[config.mk]
export PLATFORM = sky130hd
export DESIGN_NAME = tpo_trace_port_output_unit
export DESIGN_NICKNAME = d
export VERILOG_FILES = /design/src/shared/tpo_pkg.sv /design/src/core/tpo_trace_port_output_unit.sv
export VERILOG_INCLUDE_DIRS = /design/src /design/src/shared
export SDC_FILE = /design/constraint.sdc
export NUM_CORES = 1
export LEC_CHECK = 0
export BUFFER_PORTS_ARGS = -buffer_cell sky130_fd_sc_hd__buf_2
export CORE_MARGIN = 5
export CORE_UTILIZATION = 49
export DETAILED_ROUTE_END_ITERATION = 10
export PLACE_DENSITY = 0.77
export SLEW_MARGIN = 15
export SYNTH_ARGS = -nofsm -noshare
export SYNTH_HDL_FRONTEND = slang
export SYNTH_SLANG_ARGS = --single-unit
[constraint.sdc]
create_clock -name ref_clk -period 2.2 [get_ports ref_clk]
set_input_delay 0.44 -clock ref_clk [delete_from_list [all_inputs] [get_ports ref_clk]]
set_output_delay 0.44 -clock ref_clk [all_outputs]
set_load 0.01 [all_outputs]
[src/shared/tpo_cfg.svh]
// Constants for the trace port output unit
`ifndef TPO_CFG_SVH
`define TPO_CFG_SVH
`define TPO_OFS_SUP_SIZE 12'h000
`define TPO_OFS_CUR_SIZE 12'h004
`define TPO_OFS_FLUSH_STAT 12'h300
`define TPO_OFS_FLUSH_CTRL 12'h304
`define TPO_OFS_LOCK_KEY 12'hFB0
`define TPO_OFS_LOCK_STAT 12'hFB4
`define TPO_CUR_SIZE_RST 32'h0000_0001
`define TPO_LOCK_KEY_VAL 32'h5A5A_1234
`define TPO_TRIG_MARK 32'h0000_00FF
`define TPO_IDLE_DATA 32'h0000_0000
`define TPO_BIT_FLUSH_REQ 0
`define TPO_BIT_FLUSH_BUSY 0
`define TPO_BIT_FLUSH_DONE 1
`define TPO_BIT_LOCK_IMPL 0
`define TPO_BIT_LOCKED 1
`endif

[src/shared/tpo_pkg.sv]
// Types for the trace port output unit
package tpo_pkg;
    typedef struct packed {
        logic valid;
        logic [1:0] bytes;
        logic [31:0] data;
    } tpo_beat_t;
    typedef struct packed {
        logic ctl;
        logic [31:0] data;
    } tpo_pin_t;
    typedef enum logic [0:0] {
        TPO_APB_SETUP = 1'b0,
        TPO_APB_DONE = 1'b1
    } tpo_apb_state_t;
endpackage

[src/core/tpo_trace_port_output_unit.sv]
// Trace port output unit: trace bus slave, register slave, trace pins
// What this block does
// [RULE1] Beats carry one to four LSB-packed bytes
// [RULE2] Byte count field selects one to four bytes
// [RULE3] Ready high means presented beat accepted
// [RULE4] Flush request asks source to drain buffers
// [RULE5] Source acknowledges flush; request then dropped
// [RULE6] Single trace source, no merging
// [RULE7] Trace logic advances only when enabled; the trigger synchronizer stages shift every clock regardless
// [RULE8] Trace reset clears all trace logic
// [RULE9] External access bypasses the lock
// [RULE10] Only address bits 11 to 2 decoded
// [RULE11] Ready low inserts a wait state
// [RULE12] Register reset clears bus logic, registers
// [RULE13] Register logic advances only when enabled
// [RULE14] Pin clock divides core clock, data both edges
// [RULE15] Control pin marks triggers and idle cycles
// [RULE16] Width tie-off is width minus one
// [RULE17] Supported size register reflects width tie-off
// [RULE18] Narrow pad count set in tie-off
// [RULE19] Trigger input inserts trigger into stream
// [RULE20] Trigger input answered with acknowledge
// [RULE21] Reserved fields read as zero
// [RULE22] Held idle and not ready in reset
`timescale 1ns/1ps
`default_nettype none
`include "tpo_cfg.svh"

module tpo_trace_port_output_unit #(
    parameter int DATA_W = 32,
    parameter int WIDTH_W = 5
) (
    input wire logic ref_clk,
    input wire logic arst_n,
    input wire logic trace_bus_clock_enable,
    input wire logic [31:0] atb_data,
    input wire logic atb_valid,
    input wire logic [1:0] atb_bytes,
    output logic atb_ready,
    output logic flush_valid,
    input wire logic flush_ready,
    input wire logic reg_bus_reset_n,
    input wire logic reg_bus_clock_enable,
    input wire logic [11:2] reg_bus_address,
    input wire logic external_access_flag,
    input wire logic psel,
    input wire logic penable,
    input wire logic pwrite,
    input wire logic [31:0] pwdata,
    output logic [31:0] prdata,
    output logic reg_bus_ready,
    output logic exported_trace_clock,
    output logic [DATA_W-1:0] trace_pin_data,
    output logic trace_pin_control,
    input wire logic trigger_request_in,
    output logic trigger_request_ack,
    input wire logic [WIDTH_W-1:0] max_port_width_tieoff,
    input wire logic scan_shift_enable
);

    // Low bits mask for a width code of n minus one
    function automatic logic [31:0] width_mask(input logic [WIDTH_W-1:0] code);
        logic [31:0] m;
        m = 32'h0000_0000;
        for (int i = 0; i < 32; i++)
        begin
            m[i] = (i <= int'(code));
        end
        return m;
    endfunction

    // Fill every bit below the highest set bit
    function automatic logic [31:0] fill_down(input logic [31:0] v);
        logic [31:0] m;
        m = 32'h0000_0000;
        m[31] = v[31];
        for (int i = 30; i >= 0; i--)
        begin
            m[i] = v[i] | m[i+1];
        end
        return m;
    endfunction

    // Byte lane mask from a byte count code
    function automatic logic [31:0] byte_mask(input logic [1:0] cnt);
        logic [31:0] m;
        m = 32'h0000_0000;
        for (int b = 0; b < 4; b++)
        begin
            m[b*8 +: 8] = (b <= int'(cnt)) ? 8'hFF : 8'h00;
        end
        return m;
    endfunction

    // Register group state
    tpo_pkg::tpo_apb_state_t apb_state_reg, apb_state_next;
    logic [31:0] prdata_reg, prdata_next;
    logic ready_reg, ready_next;
    logic [31:0] cur_size_reg, cur_size_next;
    logic flush_req_reg, flush_req_next;
    logic flush_done_reg, flush_done_next;
    logic locked_reg, locked_next;

    // Trace group state
    tpo_pkg::tpo_beat_t beat_reg, beat_next;
    tpo_pkg::tpo_pin_t pin_reg, pin_next;
    logic atb_ready_reg, atb_ready_next;
    logic flush_valid_reg, flush_valid_next;
    logic tclk_reg, tclk_next;
    logic trig_s1_reg, trig_s2_reg, trig_s3_reg;
    logic trig_level_reg, trig_level_next;
    logic trig_pend_reg, trig_pend_next;
    logic ack_reg, ack_next;

    logic [31:0] supported;
    logic [31:0] rd_value;
    logic wr_ok;
    logic access;

    assign supported = width_mask(max_port_width_tieoff); // [RULE17]
    assign access = psel & penable;
    assign wr_ok = ~locked_reg | external_access_flag; // [RULE9]

    always_comb
    begin
        rd_value = 32'h0000_0000; // [RULE21]
        case ({reg_bus_address, 2'b00}) // [RULE10]
            `TPO_OFS_SUP_SIZE: rd_value = supported; // [RULE17]
            `TPO_OFS_CUR_SIZE: rd_value = cur_size_reg;
            `TPO_OFS_FLUSH_STAT:
            begin
                rd_value[`TPO_BIT_FLUSH_BUSY] = flush_valid_reg;
                rd_value[`TPO_BIT_FLUSH_DONE] = flush_done_reg;
            end
            `TPO_OFS_FLUSH_CTRL: rd_value[`TPO_BIT_FLUSH_REQ] = flush_req_reg;
            `TPO_OFS_LOCK_STAT:
            begin
                rd_value[`TPO_BIT_LOCK_IMPL] = 1'b1;
                rd_value[`TPO_BIT_LOCKED] = locked_reg & ~external_access_flag;
            end
            default: rd_value = 32'h0000_0000;
        endcase
    end

    // Register group next values
    always_comb
    begin
        apb_state_next = apb_state_reg;
        prdata_next = prdata_reg;
        ready_next = ready_reg;
        cur_size_next = cur_size_reg;
        flush_req_next = flush_req_reg;
        flush_done_next = flush_done_reg;
        locked_next = locked_reg;
        if (reg_bus_clock_enable) // [RULE13]
        begin
            if (flush_valid_reg & flush_ready)
            begin
                flush_done_next = 1'b1;
                flush_req_next = 1'b0; // [RULE5]
            end
            case (apb_state_reg)
                tpo_pkg::TPO_APB_SETUP:
                begin
                    ready_next = 1'b0;
                    if (access)
                    begin
                        ready_next = 1'b1; // [RULE11]
                        prdata_next = pwrite ? 32'h0000_0000 : rd_value;
                        apb_state_next = tpo_pkg::TPO_APB_DONE;
                    end
                end
                tpo_pkg::TPO_APB_DONE:
                begin
                    ready_next = 1'b0;
                    apb_state_next = tpo_pkg::TPO_APB_SETUP;
                    if (access & pwrite)
                    begin
                        if ({reg_bus_address, 2'b00} == `TPO_OFS_LOCK_KEY)
                        begin
                            locked_next = (pwdata != `TPO_LOCK_KEY_VAL);
                        end
                        else if (wr_ok) // [RULE9]
                        begin
                            case ({reg_bus_address, 2'b00})
                                `TPO_OFS_CUR_SIZE:
                                begin
                                    if ((pwdata & ~supported) == 32'h0000_0000 && pwdata != 32'h0000_0000)
                                    begin
                                        cur_size_next = pwdata;
                                    end
                                end
                                `TPO_OFS_FLUSH_CTRL:
                                begin
                                    if (pwdata[`TPO_BIT_FLUSH_REQ] & ~flush_req_reg)
                                    begin
                                        flush_req_next = 1'b1;
                                        flush_done_next = 1'b0;
                                    end
                                end
                                `TPO_OFS_FLUSH_STAT:
                                begin
                                    if (pwdata[`TPO_BIT_FLUSH_DONE] & ~(flush_valid_reg & flush_ready))
                                    begin
                                        flush_done_next = 1'b0;
                                    end
                                end
                                default: cur_size_next = cur_size_reg;
                            endcase
                        end
                    end
                end
                default: apb_state_next = tpo_pkg::TPO_APB_SETUP;
            endcase
        end
    end

    always_ff @(posedge ref_clk or negedge reg_bus_reset_n)
    begin
        if (!reg_bus_reset_n) // [RULE12]
        begin
            apb_state_reg <= tpo_pkg::TPO_APB_SETUP;
            prdata_reg <= 32'h0000_0000;
            ready_reg <= 1'b0;
            cur_size_reg <= `TPO_CUR_SIZE_RST;
            flush_req_reg <= 1'b0;
            flush_done_reg <= 1'b0;
            locked_reg <= 1'b1;
        end
        else
        begin
            apb_state_reg <= apb_state_next;
            prdata_reg <= prdata_next;
            ready_reg <= ready_next;
            cur_size_reg <= cur_size_next;
            flush_req_reg <= flush_req_next;
            flush_done_reg <= flush_done_next;
            locked_reg <= locked_next;
        end
    end

    // Trace group next values
    logic [31:0] out_mask;
    logic accept;
    logic rise;

    assign out_mask = supported & fill_down(cur_size_reg);
    assign accept = atb_valid & atb_ready_reg & trace_bus_clock_enable; // [RULE3] [RULE6]

    always_comb
    begin
        beat_next = beat_reg;
        pin_next = pin_reg;
        tclk_next = tclk_reg;
        trig_level_next = trig_level_reg;
        trig_pend_next = trig_pend_reg;
        ack_next = ack_reg;
        flush_valid_next = flush_valid_reg;
        rise = 1'b0;
        if (trace_bus_clock_enable) // [RULE7]
        begin
            if (trig_s2_reg == trig_s3_reg)
            begin
                trig_level_next = trig_s3_reg;
            end
            tclk_next = ~tclk_reg; // [RULE14]
            flush_valid_next = flush_req_reg & ~(flush_valid_reg & flush_ready); // [RULE4] [RULE5]
            rise = trig_level_next & ~trig_level_reg;
            if (trig_pend_reg)
            begin
                pin_next.ctl = 1'b1; // [RULE15] [RULE19]
                pin_next.data = `TPO_TRIG_MARK & out_mask;
                trig_pend_next = rise;
                ack_next = 1'b1; // [RULE20]
            end
            else if (beat_reg.valid)
            begin
                pin_next.ctl = 1'b0;
                pin_next.data = beat_reg.data & byte_mask(beat_reg.bytes) & out_mask; // [RULE1] [RULE2]
                beat_next.valid = 1'b0;
                trig_pend_next = rise;
            end
            else
            begin
                pin_next.ctl = 1'b1; // [RULE15]
                pin_next.data = `TPO_IDLE_DATA;
                trig_pend_next = rise;
            end
            if (!trig_level_next)
            begin
                ack_next = 1'b0;
            end
            if (accept)
            begin
                beat_next.valid = 1'b1; // [RULE3]
                beat_next.bytes = atb_bytes;
                beat_next.data = atb_data;
            end
        end
        atb_ready_next = ~beat_next.valid;
    end

    always_ff @(posedge ref_clk or negedge arst_n)
    begin
        if (!arst_n) // [RULE8] [RULE22]
        begin
            beat_reg <= '0;
            pin_reg <= '{ctl: 1'b1, data: `TPO_IDLE_DATA};
            tclk_reg <= 1'b0;
            atb_ready_reg <= 1'b0;
            flush_valid_reg <= 1'b0;
            trig_s1_reg <= 1'b0;
            trig_s2_reg <= 1'b0;
            trig_s3_reg <= 1'b0;
            trig_level_reg <= 1'b0;
            trig_pend_reg <= 1'b0;
            ack_reg <= 1'b0;
        end
        else
        begin
            beat_reg <= beat_next;
            pin_reg <= pin_next;
            tclk_reg <= tclk_next;
            atb_ready_reg <= atb_ready_next;
            flush_valid_reg <= flush_valid_next;
            trig_s1_reg <= trigger_request_in;
            trig_s2_reg <= trig_s1_reg;
            trig_s3_reg <= trig_s2_reg;
            trig_level_reg <= trig_level_next;
            trig_pend_reg <= trig_pend_next;
            ack_reg <= ack_next;
        end
    end

    assign atb_ready = atb_ready_reg;
    assign flush_valid = flush_valid_reg;
    assign prdata = prdata_reg;
    assign reg_bus_ready = ready_reg;
    assign exported_trace_clock = tclk_reg;
    assign trace_pin_data = pin_reg.data[DATA_W-1:0];
    assign trace_pin_control = pin_reg.ctl;
    assign trigger_request_ack = ack_reg;

endmodule // tpo_trace_port_output_unit
`default_nettype wire

=== Word level (Yosys, flattened, before mapping) ===
Index checks and enable logic that the tools add are counted.

* Logic and storage cells: 161
* Register bits after elaboration: 145
* Input bits: 94
* Output and inout bits: 70

* Muxes and demuxes: 33
* Reductions and logical operators: 10
* $lt $le $gt $ge: 34
* Bitwise logic cells: 56
* Equality and inequality tests: 8

{| class="wikitable"
|+ Operators with widths
! kind !! count
|-
| AND 32 bit || 4
|-
| less-or-equal comparator 5 bit, first input constant || 16
|-
| two-way mux 35 bit || 2
|-
| two-way mux 33 bit || 2
|-
| case mux 30 bit (2 select lines) || 1
|-
| less-or-equal comparator 4 x 5 -> 1 bit, first input constant || 8
|-
| zero test 32 bit || 1
|-
| two-way mux 32 bit || 1
|-
| inequality test 32 x 31 -> 1 bit, second input constant || 1
|-
| NOT 32 bit || 1
|-
| OR 1 bit || 32
|-
| nonzero test 32 bit || 1
|-
| two-way mux 8 bit || 3
|-
| equality test 10 bit, second input constant || 2
|-
| equality test 10 x 8 -> 1 bit, second input constant || 2
|-
| less-or-equal comparator 3 x 5 -> 1 bit, first input constant || 4
|-
| two-way mux 1 bit || 20
|-
| AND 1 bit || 10
|-
| equality test 10 x 1 -> 1 bit, second input constant || 1
|-
| less-or-equal comparator 2 x 5 -> 1 bit, first input constant || 2
|-
| zero test 10 bit || 1
|-
| NOT 1 bit || 9
|-
| case mux 1 bit (4 select lines) || 2
|-
| AND reduction 7 bit || 1
|-
| other kinds (11) || 14
|}

=== Logic depth before layout (Yosys ltp) ===
* Word-level depth: 35
* Depth in mapped cells: 9
* Depth with buffers taken out: 6

=== Least setup slack after synthesis ===
No wires, ideal clock.

* Kind: input -> register
* Start: in reg_bus_address[3] (netlist bit)
* End: reg cur_size_reg[10]
* Arrival: 2.258 ns
* Path slack: -0.183 ns
* Library setup time: 0.125 ns
* Cell stages on the path: 7
* Cells stage by stage: or4_4 nor4_4 nand4_1 a2111oi_2 nand4_2 buf_6 mux2_4

* Longest elaborated chain between the ends: 3
* Elaborated cells on any way between the ends: 4
* Classes of those cells: eq/ne: 2; bitwise: 1; reduce/logical: 1

{| class="wikitable"
|+ RTL lines
! item !! RTL line !! text
|-
| start, declared || tpo_trace_port_output_unit.sv:44 || <nowiki>input wire logic [11:2] reg_bus_address,</nowiki>
|-
| equality test 10 bit (no line) || -- ||
|-
| NOT 1 bit (no line) || -- ||
|-
| AND reduction 7 bit (no line) * || -- ||
|-
| end signal, assigned || tpo_trace_port_output_unit.sv:225 || <nowiki>cur_size_reg <= `TPO_CUR_SIZE_RST;</nowiki>
|-
| end signal, assigned || tpo_trace_port_output_unit.sv:235 || <nowiki>cur_size_reg <= cur_size_next;</nowiki>
|-
| end, declared || tpo_trace_port_output_unit.sv:99 || <nowiki>logic [31:0] cur_size_reg, cur_size_next;</nowiki>
|}

Every way passes the cells marked *; elsewhere a longest branch is shown, timed or not.
A chain may end at the register's enable or synchronous reset.

=== Worst setup path after layout ===
* Start: in reg_bus_address[3] (netlist bit)
* End: reg cur_size_reg[9]

Same word-level chain as after synthesis.

==> results.md <==
* Ratio of cells with drive above 1 in the final layout at 0.416
* Max reg flops at 35
* Critical path required time at 2.50 ns
* Peak VDD IR at 0.745 mV
* Slowest CP cell: or4_4
* CP cell instances: buf_6 -> or4_4 -> nor4_4 -> nand4_1 -> a2111oi_4 -> nand4_2 -> buf_12 -> mux2_4
* Crit start category: input pin
* Met1 usage at 0.413
* Sequential Power Share at 0.427
* Adder-cell share of the synthesized area at 0
* Area Growth Syn to Fin at 34.9%
* Io pins at 164
* Met3 usage at 0.0577
* M2 GR Usage at 0.401
* Post-synth ARST share at 1.00
* # Max-Cap Violations at 0
* Final period util at 1.00
* Avg Vias per Cell at 5.81
* Setup-failing EPs final at 2
* Fin crit period at 2.20 ns
* Count of cell types in the netlist at 61
* Status: finished, violations left
* Clock root buffer: clkbuf_16
* Clock sink count at 145
* Int Power at 5.28 mW
* Setup crit end kind: register
* Antenna diodes at 0
* Crit Path Max Fanout at 27
* Most frequent cells in the layout: buf_2, dfrtp_1, buf_4
* Critical setup path kind: input pin to register
* Compound-cell area share of the yosys netlist at 0.171
* Die ar. at 16900 um2
* Slew HR at 0.569
* Simple-gate portion of the synthesized area at 0.151
* Clk_skew at 0.00917 ns
* Vias in the first global route at 6184
* Starting DRT DRC Count at 608
* Final WL at 22700 um
* PD cells at 733 nW/um2
* Largest stage delay, worst path at 0.53 ns
* Syn Nets at 765
* Synthesis Warnings at 0
* RSZ-0062 raised after global routing: true
* Later-pin clock latency in the skew report at 0.43 ns
* Synth Flop Type: dfrtp_1
* Synthesized flop and latch total at 145
* Chip height at 130 um
* Slew Limit Fails at 0
* Fin util at 0.681
* Setup TNS Final at -0.00387 ns
* P_sw at 1.70 mW
* Post-DR wirelength/cell at 20.4 um
* Area of the mapped netlist at 7060 um2
* Total power at 6.98 mW
* Post-synth EDFFs at 0
* Fin nets at 1014
* Core Region at 14000 um2
* Comb power frac at 0.119
* Seq/Total Area, Yosys at 0.515
* R2R Path Start: locked_reg
* Failing checks: hold timing, setup timing
* CP Data Arrival Time at 2.51 ns
* 1st-pass router iterations at 5
* Post-Syn Instances at 671
* Row count at 43
* Initial Util at 0.505
* Sw Share at 0.243
* Largest net degree at the start of global routing at 65
* Residual DRC at 0
* Synth Area in XOR/XNOR at 0.00124
* Measured slew at the worst slew-check pin at 0.639 ns
* Via Count at 6471
* GR Util All Layers at 0.274
* Die Wd at 130 um
* GP Congestion at 0.963
* TritonCTS buffer count at 17
* Fin. Hold Viols at 1
* Combinational family with the most area after synthesis: compound AO/OA/AOI/OAI gates
* Worst setup margin at -0.00233 ns
* Most Crowded Layer GR: met1
* WHS at -0.000514 ns
* Hold crit path type: input pin to async pin
* Grt total ovfl at 0
* Port Buffers at 162
* Multiplexer area fraction after synthesis at 0.124
* CTS tree: done
* Initial antenna violation count at 1
* CTS clk-pin slew, worst paths at 0.06 ns
* Htree depth at 4
* Commonest non-fill, non-tap cell in the layout: buf_2
* CP Launch Point: reg_bus_address[3]
* Final HPWL DP at 17400 um
* Clock network fraction of total power at 0.453
* Avg Inst Size Synth at 10.5 um2
* First-pass GRT wire length at 35100 um
* Lkg Pwr at 4.69 nW
* Delay-heaviest family, CP: simple AND/OR/NAND/NOR gates
* Max frequency at 454 MHz
* WP buf/inv at 2
* Max clock buf depth at 2
* Antenna viol nets, final at 0
## path summary, 6_finish.rpt
kind,endpoint,cells after the start,slack [ns]
worst min register to register,trig_s2_reg,0,0.35
max in group asynchronous,locked_reg,3,1.01
worst min-delay path,beat_reg[21],1,-0.0005
worst max register to register,cur_size_reg[9],8,0.07
worst max-delay path,cur_size_reg[9],8,-0.002
min in group ref_clk,trig_s1_reg,1,0.12
## worst register-to-register path: cells and delay by family, from the launching register on
| family | cells | cell delay (ns) |
|---|---|---|
| buf+inv | 2 | 0.39 |
| simple gates | 4 | 0.68 |
| compound gates | 1 | 0.26 |
| mux | 1 | 0.32 |
| flops | 1 | 0.37 |
## cell type report
type,instances,area (um2)
clock inverter,14,211
fill,1121,4460
tap,180,225
inverter,23,86.3
timing repair buffer,270,1710
sequential,145,3630
multi-input combinational,463,3220
clock buffer,18,439
## cells by family (layout without fill, tap and decap cells)
| logic type | after synthesis | after routing |
|---|---|---|
| flops | 145 | 145 |
| buf+inv | 63 | 325 |
| mux | 68 | 68 |
| compound gates | 179 | 179 |
| xor+xnor | 1 | 1 |
| simple gates | 215 | 215 |
## metrics by stage
step,std cells,worst slack [ns],cell area (um2)
floorplan,671,-0.183,7060
global placement,1078,-0.409,8780
detailed placement,1078,-0.443,8780
CTS,1111,0.00887,9460
global route,1113,-0.0233,9520
finish,1113,-0.00233,9520
## synth_stat cells, types with 2 or more instances
cell       instances  area share
o31ai_1           30       0.032
nand4b_1           2      0.0025
and2_1             4      0.0035
nor2_1            46       0.024
or2_2              4      0.0035
a21o_1             5      0.0053
nand2_1           67       0.036
a21oi_1           51       0.036
nor4_1             9      0.0080
nor3_1            21       0.015
o41ai_1            4      0.0050
and3_1             5      0.0044
o311ai_0           2      0.0025
mux2_2            36       0.057
mux2_4            30       0.064
inv_1             23       0.012
buf_2              9      0.0064
nand4_1            7      0.0062
a22o_1             2      0.0025
nand3_1           19       0.013
nor2b_1            8      0.0071
nand3b_1           4      0.0043
nand2b_1           4      0.0035
o211ai_1           3      0.0032
o2bb2ai_1         11       0.014
o2111ai_1          5      0.0062
a221o_1            2      0.0028
dfrtp_1          142        0.50
or4_1              2      0.0021
a22oi_1            6      0.0064
or3_1              4      0.0035
a211oi_1           2      0.0021
o21ai_0           32       0.023
o22ai_1            3      0.0027
buf_6              3      0.0048
a31oi_1            5      0.0044
clkbuf_1          25       0.013
buf_1              3      0.0016
dfstp_2            3       0.011
o32ai_1            6      0.0074
mux2_1             2      0.0032
## what timing repair did
action                                 in CTS  in global routing
resized for setup                           3                  8
pin swaps                                   0                  3
setup endpoints to repair                  11                 50
setup buffers                               0                  2
hold buffers                                1                  0
endpoints found under the hold margin      19                  0
## metal layers
layer  routed length (um)  part of all wire
met1                10100              0.45
met2                10200              0.45
met3                 1940             0.085
met4                  446             0.020
met5                    7           0.00031
## power groups by stage
stage               Clock [mW]  Combinational [mW]  Sequential, mW
global route              3.33               0.907            3.00
floorplan                    0               0.399            2.99
CTS                       3.21               0.824            2.98
global placement             0               0.799            3.02
detailed placement           0               0.816            3.02
finish                    3.17               0.833            2.98
(Power assumes the default switching activity.)
